`src/pam_pkg.sv`:
```
// constants shared by the port-A pin 8..12 function-select block
package pam_pkg;

	// ---------------------------------------------------------------
	// register map (byte addresses)
	// ---------------------------------------------------------------
	localparam logic [31:0] PAM_ADDR_FUNC_SEL = 32'h0000_0000;
	localparam logic [31:0] PAM_ADDR_MAP_CFG = 32'h0000_0004;
	localparam logic [31:0] PAM_ADDR_PROT = 32'h0000_0008;
	localparam logic [31:0] PAM_ADDR_PIN_LVL = 32'h0000_000c;

	// ---------------------------------------------------------------
	// field layout and reset values
	// ---------------------------------------------------------------
	localparam int PAM_NUM_PINS = 5;
	localparam int PAM_NUM_CODES = 4;
	localparam int PAM_FIELD_W = 2;
	localparam int PAM_FIELD_LSB = 16;
	localparam int PAM_MODE_LSB = 0;
	localparam int PAM_MODE_W = 2;
	localparam int PAM_PROT_BIT = 0;
	localparam logic [31:0] PAM_FUNC_SEL_MASK = 32'h03ff_0000;
	localparam logic [31:0] PAM_FUNC_SEL_RST = 32'h0000_0000;
	localparam logic [1:0] PAM_MODE_RST = 2'h0;
	localparam logic [1:0] PAM_MODE_REMAP = 2'h3;
	localparam logic PAM_PROT_RST = 1'b0;

	// pin indices inside the five-pin group
	localparam int PAM_PIN8 = 0;
	localparam int PAM_PIN9 = 1;
	localparam int PAM_PIN10 = 2;
	localparam int PAM_PIN11 = 3;
	localparam int PAM_PIN12 = 4;

	// ---------------------------------------------------------------
	// function codes of one 2-bit field
	// ---------------------------------------------------------------
	typedef enum logic [1:0] {
		PAM_FN_GPIO = 2'h0,
		PAM_FN_ALT_A = 2'h1,
		PAM_FN_ALT_B = 2'h2,
		PAM_FN_ALT_C = 2'h3
	} pam_func_t;

	// ---------------------------------------------------------------
	// levels presented to peripherals whose pin is not selected
	// ---------------------------------------------------------------
	localparam logic PAM_RX_IDLE = 1'b1;
	localparam logic PAM_TZ_IDLE = 1'b1;
	localparam logic PAM_CAP_IDLE = 1'b0;
	localparam logic PAM_SPI_IDLE = 1'b0;

	// ---------------------------------------------------------------
	// bus encodings
	// ---------------------------------------------------------------
	localparam logic [1:0] PAM_HTRANS_NONSEQ = 2'h2;
	localparam logic PAM_HRESP_OKAY = 1'b0;
	localparam logic [31:0] PAM_RDATA_ZERO = 32'h0000_0000;

endpackage : pam_pkg

```
`src/pam_sync2.sv`:
```
// two-flop synchroniser for pad levels
`timescale 1ns/1ps
module pam_sync2 #(
	parameter int W = 1
) (
	// clock and reset
	input wire logic clk,
	input wire logic rstn,
	// async level in, synchronised level out
	input wire logic [W-1:0] d,
	output logic [W-1:0] q
);
	logic [W-1:0] meta_r;

	// first stage feeds only the second stage
	always_ff @(posedge clk) begin
		if (!rstn) begin
			meta_r <= '0;
			q <= '0;
		end else begin
			meta_r <= d;
			q <= meta_r;
		end
	end
endmodule : pam_sync2

```
`src/pam_pin_cell.sv`:
```
// one pad's output mux: picks data and enable by the 2-bit function code
`timescale 1ns/1ps
module pam_pin_cell (
	// clock and reset
	input wire logic clk,
	input wire logic rstn,
	// function code
	input wire logic [1:0] sel,
	// candidate sources, indexed by code
	input wire logic [3:0] cand_out,
	input wire logic [3:0] cand_oe,
	// pad drive
	output logic pin_out,
	output logic pin_oe_n
);
	// registered so the pad never sees a decode glitch
	always_ff @(posedge clk) begin
		if (!rstn) begin
			pin_out <= 1'b0;
			pin_oe_n <= 1'b1;
		end else begin
			pin_out <= cand_out[sel];
			pin_oe_n <= ~cand_oe[sel];
		end
	end
endmodule : pam_pin_cell

```
`src/pam_top.sv`:
```
// port-A pins 8..12 function select with AHB-Lite register access
//
// How it works
// - a field holding 00 gives its pin to plain general-purpose I/O, which is also the reset choice.
// - pin 12 at 01 is trip-zone input one, or pwm twelve output A when remapping mode 11 is active.
// - pin 12 at 10 drives the second CAN transmit and at 11 carries the second SPI slave-in master-out.
// - pin 11 at 01 is pwm six output B, or pwm twelve output A under remapping.
// - pin 11 at 10 feeds the second SCI receive and at 11 connects capture unit four.
// - pin 10 at 01 is pwm six output A, or pwm eleven output A under remapping.
// - pin 10 at 10 feeds the second CAN receive and at 11 drives ADC start-of-conversion B.
// - pin 9 at 01 is pwm five output B, or pwm ten output A under remapping.
// - pin 9 at 10 drives the second SCI transmit and at 11 connects capture unit three.
// - pin 8 at 01 is pwm five output A, or pwm nine output A under remapping.
// - pin 8 at 10 drives the second CAN transmit and at 11 drives ADC start-of-conversion A.
// - a reserved option gives undefined pin state, so every code is simply routed as listed.
// - writes to the select registers land only while the protected write enable is set.
`timescale 1ns/1ps
module pam_top #(
	parameter bit REMAP_VARIANT = 1'b1
) (
	// clock and reset
	input wire logic clk,
	input wire logic rstn,
	// ahb-lite slave
	input wire logic hsel,
	input wire logic [31:0] haddr,
	input wire logic [1:0] htrans,
	input wire logic hwrite,
	input wire logic [2:0] hsize,
	input wire logic [31:0] hwdata,
	input wire logic hready,
	output logic hreadyout,
	output logic hresp,
	output logic [31:0] hrdata,
	// pads, index 0 is pin 8 .. index 4 is pin 12
	input wire logic [pam_pkg::PAM_NUM_PINS-1:0] pin_in,
	output logic [pam_pkg::PAM_NUM_PINS-1:0] pin_out,
	output logic [pam_pkg::PAM_NUM_PINS-1:0] pin_oe_n,
	// general-purpose i/o core
	input wire logic [pam_pkg::PAM_NUM_PINS-1:0] gpio_out,
	input wire logic [pam_pkg::PAM_NUM_PINS-1:0] gpio_oe,
	output logic [pam_pkg::PAM_NUM_PINS-1:0] gpio_in,
	// pwm outputs
	input wire logic pwm_five_out_a,
	input wire logic pwm_five_out_b,
	input wire logic pwm_six_out_a,
	input wire logic pwm_six_out_b,
	input wire logic pwm_nine_out_a,
	input wire logic pwm_ten_out_a,
	input wire logic pwm_eleven_out_a,
	input wire logic pwm_twelve_out_a,
	// trip zone
	output logic trip_zone_input_one,
	// second can and sci
	input wire logic can_second_transmit,
	output logic can_second_receive,
	input wire logic sci_second_transmit,
	output logic sci_second_receive,
	// second spi, bidirectional data line
	input wire logic spi_second_slave_in_master_out,
	input wire logic spi_second_simo_oe,
	output logic spi_second_simo_in,
	// capture units, bidirectional
	input wire logic capture_unit_three,
	input wire logic capture_unit_three_oe,
	output logic capture_unit_three_in,
	input wire logic capture_unit_four,
	input wire logic capture_unit_four_oe,
	output logic capture_unit_four_in,
	// adc start-of-conversion strobes
	input wire logic adc_start_conv_a_out,
	input wire logic adc_start_conv_b_out
);
	import pam_pkg::*;

	// ---------------------------------------------------------------
	// helpers
	// ---------------------------------------------------------------
	function automatic logic [1:0] field_of(input logic [31:0] sel_reg, input int idx);
		field_of = sel_reg[PAM_FIELD_LSB + idx * PAM_FIELD_W +: PAM_FIELD_W];
	endfunction : field_of

	function automatic logic addr_is(input logic [31:0] a, input logic [31:0] ref_addr);
		addr_is = (a == ref_addr);
	endfunction : addr_is

	// a peripheral input sees its pad only while its code is selected
	function automatic logic route_in(input logic hit, input logic pad, input logic idle);
		route_in = hit ? pad : idle;
	endfunction : route_in

	// ---------------------------------------------------------------
	// registers
	// ---------------------------------------------------------------
	logic [31:0] port_a_low_pin_function_select_r;
	logic [1:0] pwm_mapping_mode_r;
	logic protected_write_enable_r;

	// bus state
	logic wr_pend_r;
	logic [31:0] wr_addr_r;
	logic [31:0] hrdata_r;
	logic addr_take;
	logic [31:0] rd_mux;

	// pad side
	logic [PAM_NUM_PINS-1:0] pin_sync;
	logic remap;
	logic [1:0] sel [PAM_NUM_PINS];
	logic [3:0] cand_out [PAM_NUM_PINS];
	logic [3:0] cand_oe [PAM_NUM_PINS];

	// ---------------------------------------------------------------
	// ahb-lite slave: zero wait states, always OKAY
	// ---------------------------------------------------------------
	assign hreadyout = 1'b1;
	assign hresp = PAM_HRESP_OKAY;
	assign hrdata = hrdata_r;
	assign addr_take = hsel && hready && (htrans == PAM_HTRANS_NONSEQ);

	// hsize is not checked; every access is handled as a full word
	always_ff @(posedge clk) begin
		if (!rstn) begin
			wr_pend_r <= 1'b0;
		end else begin
			wr_pend_r <= addr_take && hwrite;
		end
	end

	always_ff @(posedge clk) begin
		if (!rstn) begin
			wr_addr_r <= PAM_RDATA_ZERO;
		end else if (addr_take) begin
			wr_addr_r <= haddr;
		end
	end

	// read value chosen in the address phase so hrdata comes from a flop
	// limitation: a read right behind a write to the same word returns the old value
	always_comb begin
		rd_mux = PAM_RDATA_ZERO;
		if (addr_is(haddr, PAM_ADDR_FUNC_SEL)) begin
			rd_mux = port_a_low_pin_function_select_r;
		end else if (addr_is(haddr, PAM_ADDR_MAP_CFG)) begin
			rd_mux[PAM_MODE_LSB +: PAM_MODE_W] = pwm_mapping_mode_r;
		end else if (addr_is(haddr, PAM_ADDR_PROT)) begin
			rd_mux[PAM_PROT_BIT] = protected_write_enable_r;
		end else if (addr_is(haddr, PAM_ADDR_PIN_LVL)) begin
			rd_mux[PAM_NUM_PINS-1:0] = pin_sync;
		end
	end

	always_ff @(posedge clk) begin
		if (!rstn) begin
			hrdata_r <= PAM_RDATA_ZERO;
		end else if (addr_take && !hwrite) begin
			hrdata_r <= rd_mux;
		end
	end

	// ---------------------------------------------------------------
	// register writes
	// ---------------------------------------------------------------
	// the enable itself is never protected, else it could not be raised
	always_ff @(posedge clk) begin
		if (!rstn) begin
			protected_write_enable_r <= PAM_PROT_RST;
		end else if (wr_pend_r && addr_is(wr_addr_r, PAM_ADDR_PROT)) begin
			protected_write_enable_r <= hwdata[PAM_PROT_BIT];
		end
	end

	// only the pin 8..12 fields are held; the rest of the word reads zero
	always_ff @(posedge clk) begin
		if (!rstn) begin
			port_a_low_pin_function_select_r <= PAM_FUNC_SEL_RST;
		end else if (wr_pend_r && protected_write_enable_r && addr_is(wr_addr_r, PAM_ADDR_FUNC_SEL)) begin
			port_a_low_pin_function_select_r <= hwdata & PAM_FUNC_SEL_MASK;
		end
	end

	always_ff @(posedge clk) begin
		if (!rstn) begin
			pwm_mapping_mode_r <= PAM_MODE_RST;
		end else if (wr_pend_r && protected_write_enable_r && addr_is(wr_addr_r, PAM_ADDR_MAP_CFG)) begin
			pwm_mapping_mode_r <= hwdata[PAM_MODE_LSB +: PAM_MODE_W];
		end
	end

	// ---------------------------------------------------------------
	// pad input synchronisation
	// ---------------------------------------------------------------
	pam_sync2 #(
		.W(PAM_NUM_PINS)
	) u_pin_sync (
		.clk(clk),
		.rstn(rstn),
		.d(pin_in),
		.q(pin_sync)
	);

	// ---------------------------------------------------------------
	// output candidate tables
	// ---------------------------------------------------------------
	// only mode 11 remaps; the other mode values keep the normal choice
	assign remap = REMAP_VARIANT && (pwm_mapping_mode_r == PAM_MODE_REMAP);

	always_comb begin
		for (int p = 0; p < PAM_NUM_PINS; p++) begin
			sel[p] = field_of(port_a_low_pin_function_select_r, p);
			// code 00 hands the pad to the gpio core
			cand_out[p][PAM_FN_GPIO] = gpio_out[p];
			cand_oe[p][PAM_FN_GPIO] = gpio_oe[p];
		end

		// pin 8
		cand_out[PAM_PIN8][PAM_FN_ALT_A] = remap ? pwm_nine_out_a : pwm_five_out_a;
		cand_oe[PAM_PIN8][PAM_FN_ALT_A] = 1'b1;
		cand_out[PAM_PIN8][PAM_FN_ALT_B] = can_second_transmit;
		cand_oe[PAM_PIN8][PAM_FN_ALT_B] = 1'b1;
		cand_out[PAM_PIN8][PAM_FN_ALT_C] = adc_start_conv_a_out;
		cand_oe[PAM_PIN8][PAM_FN_ALT_C] = 1'b1;

		// pin 9
		cand_out[PAM_PIN9][PAM_FN_ALT_A] = remap ? pwm_ten_out_a : pwm_five_out_b;
		cand_oe[PAM_PIN9][PAM_FN_ALT_A] = 1'b1;
		cand_out[PAM_PIN9][PAM_FN_ALT_B] = sci_second_transmit;
		cand_oe[PAM_PIN9][PAM_FN_ALT_B] = 1'b1;
		cand_out[PAM_PIN9][PAM_FN_ALT_C] = capture_unit_three;
		cand_oe[PAM_PIN9][PAM_FN_ALT_C] = capture_unit_three_oe;

		// pin 10: receive input leaves the pad undriven
		cand_out[PAM_PIN10][PAM_FN_ALT_A] = remap ? pwm_eleven_out_a : pwm_six_out_a;
		cand_oe[PAM_PIN10][PAM_FN_ALT_A] = 1'b1;
		cand_out[PAM_PIN10][PAM_FN_ALT_B] = 1'b0;
		cand_oe[PAM_PIN10][PAM_FN_ALT_B] = 1'b0;
		cand_out[PAM_PIN10][PAM_FN_ALT_C] = adc_start_conv_b_out;
		cand_oe[PAM_PIN10][PAM_FN_ALT_C] = 1'b1;

		// pin 11
		cand_out[PAM_PIN11][PAM_FN_ALT_A] = remap ? pwm_twelve_out_a : pwm_six_out_b;
		cand_oe[PAM_PIN11][PAM_FN_ALT_A] = 1'b1;
		cand_out[PAM_PIN11][PAM_FN_ALT_B] = 1'b0;
		cand_oe[PAM_PIN11][PAM_FN_ALT_B] = 1'b0;
		cand_out[PAM_PIN11][PAM_FN_ALT_C] = capture_unit_four;
		cand_oe[PAM_PIN11][PAM_FN_ALT_C] = capture_unit_four_oe;

		// pin 12: trip zone is input-only, remapped pwm is an output
		cand_out[PAM_PIN12][PAM_FN_ALT_A] = remap ? pwm_twelve_out_a : 1'b0;
		cand_oe[PAM_PIN12][PAM_FN_ALT_A] = remap;
		cand_out[PAM_PIN12][PAM_FN_ALT_B] = can_second_transmit;
		cand_oe[PAM_PIN12][PAM_FN_ALT_B] = 1'b1;
		cand_out[PAM_PIN12][PAM_FN_ALT_C] = spi_second_slave_in_master_out;
		cand_oe[PAM_PIN12][PAM_FN_ALT_C] = spi_second_simo_oe;
	end

	// ---------------------------------------------------------------
	// pad drivers
	// ---------------------------------------------------------------
	// reserved codes route like any other code; no extra guard logic
	for (genvar g = 0; g < PAM_NUM_PINS; g++) begin : g_pin
		pam_pin_cell u_cell (
			.clk(clk),
			.rstn(rstn),
			.sel(sel[g]),
			.cand_out(cand_out[g]),
			.cand_oe(cand_oe[g]),
			.pin_out(pin_out[g]),
			.pin_oe_n(pin_oe_n[g])
		);
	end

	// ---------------------------------------------------------------
	// peripheral inputs
	// ---------------------------------------------------------------
	// unselected inputs sit at their idle level so no false trip or start bit
	// gpio core always sees the pad, whatever the selection
	always_ff @(posedge clk) begin
		if (!rstn) begin
			gpio_in <= '0;
		end else begin
			gpio_in <= pin_sync;
		end
	end

	// a low trip input would shut the pwm outputs down, so it idles high
	always_ff @(posedge clk) begin
		if (!rstn) begin
			trip_zone_input_one <= PAM_TZ_IDLE;
		end else begin
			trip_zone_input_one <= route_in(sel[PAM_PIN12] == PAM_FN_ALT_A && !remap,
				pin_sync[PAM_PIN12], PAM_TZ_IDLE);
		end
	end

	always_ff @(posedge clk) begin
		if (!rstn) begin
			spi_second_simo_in <= PAM_SPI_IDLE;
		end else begin
			spi_second_simo_in <= route_in(sel[PAM_PIN12] == PAM_FN_ALT_C,
				pin_sync[PAM_PIN12], PAM_SPI_IDLE);
		end
	end

	// receive lines idle high, the line state between frames
	always_ff @(posedge clk) begin
		if (!rstn) begin
			sci_second_receive <= PAM_RX_IDLE;
		end else begin
			sci_second_receive <= route_in(sel[PAM_PIN11] == PAM_FN_ALT_B,
				pin_sync[PAM_PIN11], PAM_RX_IDLE);
		end
	end

	always_ff @(posedge clk) begin
		if (!rstn) begin
			capture_unit_four_in <= PAM_CAP_IDLE;
		end else begin
			capture_unit_four_in <= route_in(sel[PAM_PIN11] == PAM_FN_ALT_C,
				pin_sync[PAM_PIN11], PAM_CAP_IDLE);
		end
	end

	always_ff @(posedge clk) begin
		if (!rstn) begin
			can_second_receive <= PAM_RX_IDLE;
		end else begin
			can_second_receive <= route_in(sel[PAM_PIN10] == PAM_FN_ALT_B,
				pin_sync[PAM_PIN10], PAM_RX_IDLE);
		end
	end

	// capture inputs idle low so a deselected pin records no edge
	always_ff @(posedge clk) begin
		if (!rstn) begin
			capture_unit_three_in <= PAM_CAP_IDLE;
		end else begin
			capture_unit_three_in <= route_in(sel[PAM_PIN9] == PAM_FN_ALT_C,
				pin_sync[PAM_PIN9], PAM_CAP_IDLE);
		end
	end

endmodule : pam_top

```
`config.mk`:
```
export PLATFORM = sky130hd
export DESIGN_NAME = pam_top
export DESIGN_NICKNAME = d
export VERILOG_FILES = /design/src/pam_pkg.sv /design/src/pam_sync2.sv /design/src/pam_pin_cell.sv /design/src/pam_top.sv
export SDC_FILE = /design/constraint.sdc
export NUM_CORES = 1
export LEC_CHECK = 0
export BUFFER_PORTS_ARGS = -buffer_cell sky130_fd_sc_hd__buf_2
export CELL_PAD_IN_SITES_DETAIL_PLACEMENT = 1
export CELL_PAD_IN_SITES_GLOBAL_PLACEMENT = 1
export CORE_ASPECT_RATIO = 0.75
export CORE_MARGIN = 4
export CORE_UTILIZATION = 37
export DETAILED_ROUTE_END_ITERATION = 8
export GPL_ROUTABILITY_DRIVEN = 0
export PLACE_DENSITY_LB_ADDON = 0.1
export SLEW_MARGIN = 40
export SYNTH_ARGS = -nofsm -noshare
export SYNTH_HDL_FRONTEND = slang
export SYNTH_HIERARCHICAL = 1
export SYNTH_SLANG_ARGS = --single-unit
```
`constraint.sdc`:
```
create_clock -name clk -period 2.5 [get_ports clk]
set_input_delay 0.125 -clock clk [delete_from_list [all_inputs] [get_ports clk]]
set_output_delay 0.125 -clock clk [all_outputs]
set_load 0.02 [all_outputs]
```
Word-level counts from Yosys, hierarchy flattened
Index checks and enable logic that the tools add are counted.
Widths: inputs -> output; s select.
{ "op_classes": {"bitwise": 5, "muxes": 32, "eq_ne": 13, "reduce_logical": 19, "order_cmp": 5} }
{ "ops": {"columns": ["operator", "count"], "rows": [
  ["$eq 32x4->1 const B", 3],
  ["$eq 32x3->1 const B", 2],
  ["$logic_not 32->1", 2],
  ["$mux 21", 1],
  ["$bmux 1 s2", 10],
  ["$mux 1", 16],
  ["$lt 2x3->1 const B", 5],
  ["$eq 2x2->1 const B", 7],
  ["$reduce_and 2->1", 6],
  ["$mux 5", 2],
  ["$logic_and 1x1->1", 9],
  ["$not 1->1", 5],
  ["$mux 4", 1],
  ["$mux 3", 1],
  ["$eq 2x1->1 const B", 1],
  ["$logic_not 1->1", 2],
  ["$mux 2", 1]
]} }
{ "totals": {"word_cells": 99, "inputBits": 107, "out_inout_bits": 55, "ff_bits": 109} }

Logic depth before layout (Yosys ltp)
{ "depth": {"word_depth": 5, "ltp_mapped": 5, "mapped_depth_nobuf": 4} }

Cells and area by module
The synthesis kept the hierarchy.
{ "modules_own_cells": {"columns": ["mod", "cells_each", "instances", "area_each_um2"], "rows": [
  ["pam_top", 318, 1, 2950.3],
  ["pam_pin_cell", 6, 5, 98.8],
  ["pam_sync2", 20, 1, 262.8]
]} }

Worst setup path before layout
Ideal clock, no wire load.
{ "synth_path": {"path_type": "register to register", "startpoint": "register pwm_mapping_mode_r[1]", "endpoint": "register g_pin[0].u_cell.pin_out", "slack_ns": 1.028, "setup_time_ns": 0.115, "arrival_ns": 1.357, "required_ns": 2.385, "path_stages_with_launch": 5, "period_less_slack_ns": 1.472, "cell_sequence": "dfxtp_1 -> nand2_1 -> mux2_2 -> mux4_2 -> and2_1"} }
{ "synth_lines": {"columns": ["element", "line", "rtl"], "rows": [
  ["start, declared", "pam_top.sv:96", "logic [1:0] pwm_mapping_mode_r;"],
  ["start signal, assigned", "pam_top.sv:186", "pwm_mapping_mode_r <= hwdata[PAM_MODE_LSB +: PAM_MODE_W];"],
  ["end signal, assigned", "pam_pin_cell.sv:22", "pin_out <= cand_out[sel];"],
  ["end, declared", "pam_pin_cell.sv:13", "output logic pin_out,"]
]} }

Final worst setup path
{ "layout_path": {"startpoint": "register wr_addr_r[12]", "endpoint": "register port_a_low_pin_function_select_r[25]"} }
{ "layout_via": {"elab_chain_len": 2} }
{ "layout_rtl": {"columns": ["element", "line", "rtl"], "rows": [
  ["start, declared", "pam_top.sv:101", "logic [31:0] wr_addr_r;"],
  ["start signal, assigned", "pam_top.sv:134", "wr_addr_r <= haddr;"],
  ["$logic_not 32->1", "pam_top.sv:84", "addr_is = (a == ref_addr);"],
  ["$logic_and 1x1->1", "pam_top.sv:177", "end else if (wr_pend_r && protected_write_enable_r && addr_is(wr_addr_r, PAM_ADDR_FUNC_SEL)) begin"],
  ["end signal, assigned", "pam_top.sv:178", "port_a_low_pin_function_select_r <= hwdata & PAM_FUNC_SEL_MASK;"],
  ["end, declared", "pam_top.sv:95", "logic [31:0] port_a_low_pin_function_select_r;"]
]} }
No other way between the ends.
A chain may end at the register's enable or synchronous reset.

==> reports/results.ini <==
[power_and_ir_drop]
power_frac_seq=0.482
combPwrFrac=0.078
power.leakage_nw=2.01
sw_frac_of_total=0.224
finalPower_w=0.00313
clock_power_share=0.440
internal_power_w=0.00243
peakVddDrop_uv=307
p_per_area_nw_per_um2=660
p_switching_w=0.000701

[yosys]
synth_cell_types=31
synthXorXnorAreaFrac=0
synth_compound_area_frac=0.107
synth_edf_count=0
ys_seq_elements=92
synthSimpleGateAreaFrac=0.213
yosysWarnings=6
synthAdderAreaFrac=0
async_reset_ff_frac=0
synth_flop_cell=dfxtp_1
synth.mux.area_fraction=0.116
synth_top_cell_area_share=0.497
syn_area_um2=3710
avgSynthCellArea_um2=10.1
synth_seq_area_share=0.497
synth_top_family_by_area=simple AND/OR/NAND/NOR gates
synth.area.top_cells=dfxtp_1 50%, nand2_1 10%, a21boi_0 6.5%
yosys.area.top_type=dfxtp_1
syn_inst=368

[critical_path]
r2r_cells=5
worstPathCellList=nor4_1, nand4_1, nor4_2, buf_4, mux2i_1
r2r_slack_ns=0.59
crit_fanout=10
critical_path_required_ns=2.76
slowest_delay_ns=0.42
end_kind=register
path_buf_inv=1
crit_type=register to register
start_kind=register
path_delay_family=simple AND/OR/NAND/NOR gates
r2r-end=port_a_low_pin_function_select_r[25]
critPathSlowestCell=nor4_1
crit_arrival_ns=2.17
rr_startpoint=wr_addr_r[12]

[sta]
relSlewSlack=0.564
rsz0062_at_grt=false
timing.fmax_mhz=523
finalCriticalPeriod_ns=1.91
hold_viol=0
setup-violations-final=0
post-route-period-util=0.764
worst-slew-pin-transition_ns=0.649
finalMaxSlewViolations=0
finalSetupTns_ns=0
worst_slack_ns=0.589
fin_skew_ns=0.00603

[global_routing]
grt_start_max_net_pins=42
grt.total_usage=0.175
grt_pass1_vias=3189
grt_overflow=0
grt_pass1_wl_um=15800
antenna_found_initial=0

[cts]
ctsResizeCount=0
clkLatencyLatePin_ns=0.34
clockBufferDepth=2
htreeDepth=3
cts_tree=yes
cts_hold_buf=4
cts_buffers=9
clock_tree.root_cell=clkbuf_16
postCtsSetupBuffers=0
clkTransAtPathRegs_ns=0.06
numClockSinks=92

[routing]
drt-total-wl_um=9840
drtPass1Iterations=4
antenna_left=0
routedWlPerCell_um=15.4
vias=3013
drc=0
vias_per_cell=4.72
drtIter0Drc=130

[floorplanning]
design.core.area_um2=9700
ios=162
die_x_um=124
fp.dieH_um=94.7
initial_core_util=0.382
dieArea_um2=11700
std_cell_rows=31

[layout]
area_growth_pct=27.8
nets=609
final_area_um2=4740
final_cell_mix=119 x buf_2, 100 x nand2_1, 92 x dfxtp_1
fin_cells=639
fillers=1158
layout_commonest_cell=buf_2
n_antenna_cell=0
drive_gt1_frac=0.310

[hold_path]
worstHoldStart=pin_in[1]
min_to=u_pin_sync/meta_r[1]
hold_depth=2
hold_class=primary input to register

[placed_design]
dpl.cell_count=619
post_dp_cell_area_um2=4400
portBuffers=119
place_hpwl_um=7480
dpl_worst_slack_ns=0.581

[outcome]
status=finished clean

[job]
drv_cap=0

[worst register-to-register path: cells and delay by family, from the launching register on]
family        cells  cell delay [ns]
buf+inv           1             0.28
flops             1             0.32
mux               1             0.23
simple gates      3             1.02
[state kept, by name (all words and copies together), names as in the netlist, 2 cells and up]
signal / count
u_pin_sync/q: 5
g_pin.u_cell/pin_out: 5
u_pin_sync/meta_r: 5
hrdata: 15
wr_addr_r: 32
pwm_mapping_mode_r: 2
port_a_low_pin_function_select_r: 10
gpio_in: 5
g_pin.u_cell/pin_oe_n: 5
[synthesized netlist by cell type (5+ instances only)]
cell / n
a21boi_0: 32
a22o_1: 11
and2_1: 21
buf_4: 20
clkbuf_1: 12
dfxtp_1: 92
mux2_2: 5
mux2i_1: 13
mux4_1: 5
mux4_2: 5
nand2_1: 100
nor4_1: 12
[cell type report]
class	count	area [um^2]	share of cell area
inverter	3	11.3	0.00238
tap	132	165	0.0348
multi-input combinational	268	1740	0.368
sequential	92	1840	0.389
clock buffer	12	256	0.0541
timing repair buffer	128	673	0.142
clock inverter	4	47.5	0.0100
[per-stage QoR]
stage	hold slack (ns)	util
floorplan	0.187	-
global placement	0.334	0.453
detailed placement	0.345	0.453
CTS	0.00123	0.489
global route	0.0196	0.489
finish	0.0184	0.489
[cells by family (layout without fill, tap and decap cells)]
logic type             count (synthesis)  count (layout)
flip-flops                            92              92
AND/OR/NAND/NOR                      158             158
other                                  2              32
AO/OA/AOI/OAI                         50              50
buffers and inverters                 38             147
multiplexers                          28              28
[worst max path at each step]
stage,startpoint,end,slack (ns),depth (start not counted)
global placement,wr_addr_r[12],port_a_low_pin_function_select_r[23],0.66,5
detailed placement,wr_addr_r[12],port_a_low_pin_function_select_r[21],0.58,5
finish,wr_addr_r[12],port_a_low_pin_function_select_r[25],0.59,5
CTS,wr_addr_r[12],port_a_low_pin_function_select_r[25],0.56,5
floorplan,pwm_mapping_mode_r[1],g_pin[0].u_cell/pin_out,1.03,4
global route,wr_addr_r[12],port_a_low_pin_function_select_r[21],0.38,5
[routing by layer]
metal / vias to the layer above / track usage / share of wire
met3: 10 / 0.0629 / 0.083
met4: 0 / 0.0442 / 0.010
li1: 1495 / - / -
met5: - / 0 / 0
met1: 1403 / 0.227 / 0.46
met2: 105 / 0.279 / 0.45
[power groups by stage]
stage	Combinational [W]	Sequential, W	Clock, W
floorplan	0.000136	0.00155	0
global placement	0.000236	0.00154	0
detailed placement	0.000240	0.00154	0
CTS	0.000246	0.00151	0.00141
global route	0.000273	0.00151	0.00147
finish	0.000244	0.00151	0.00138
Power figures use the tool's default switching activity.
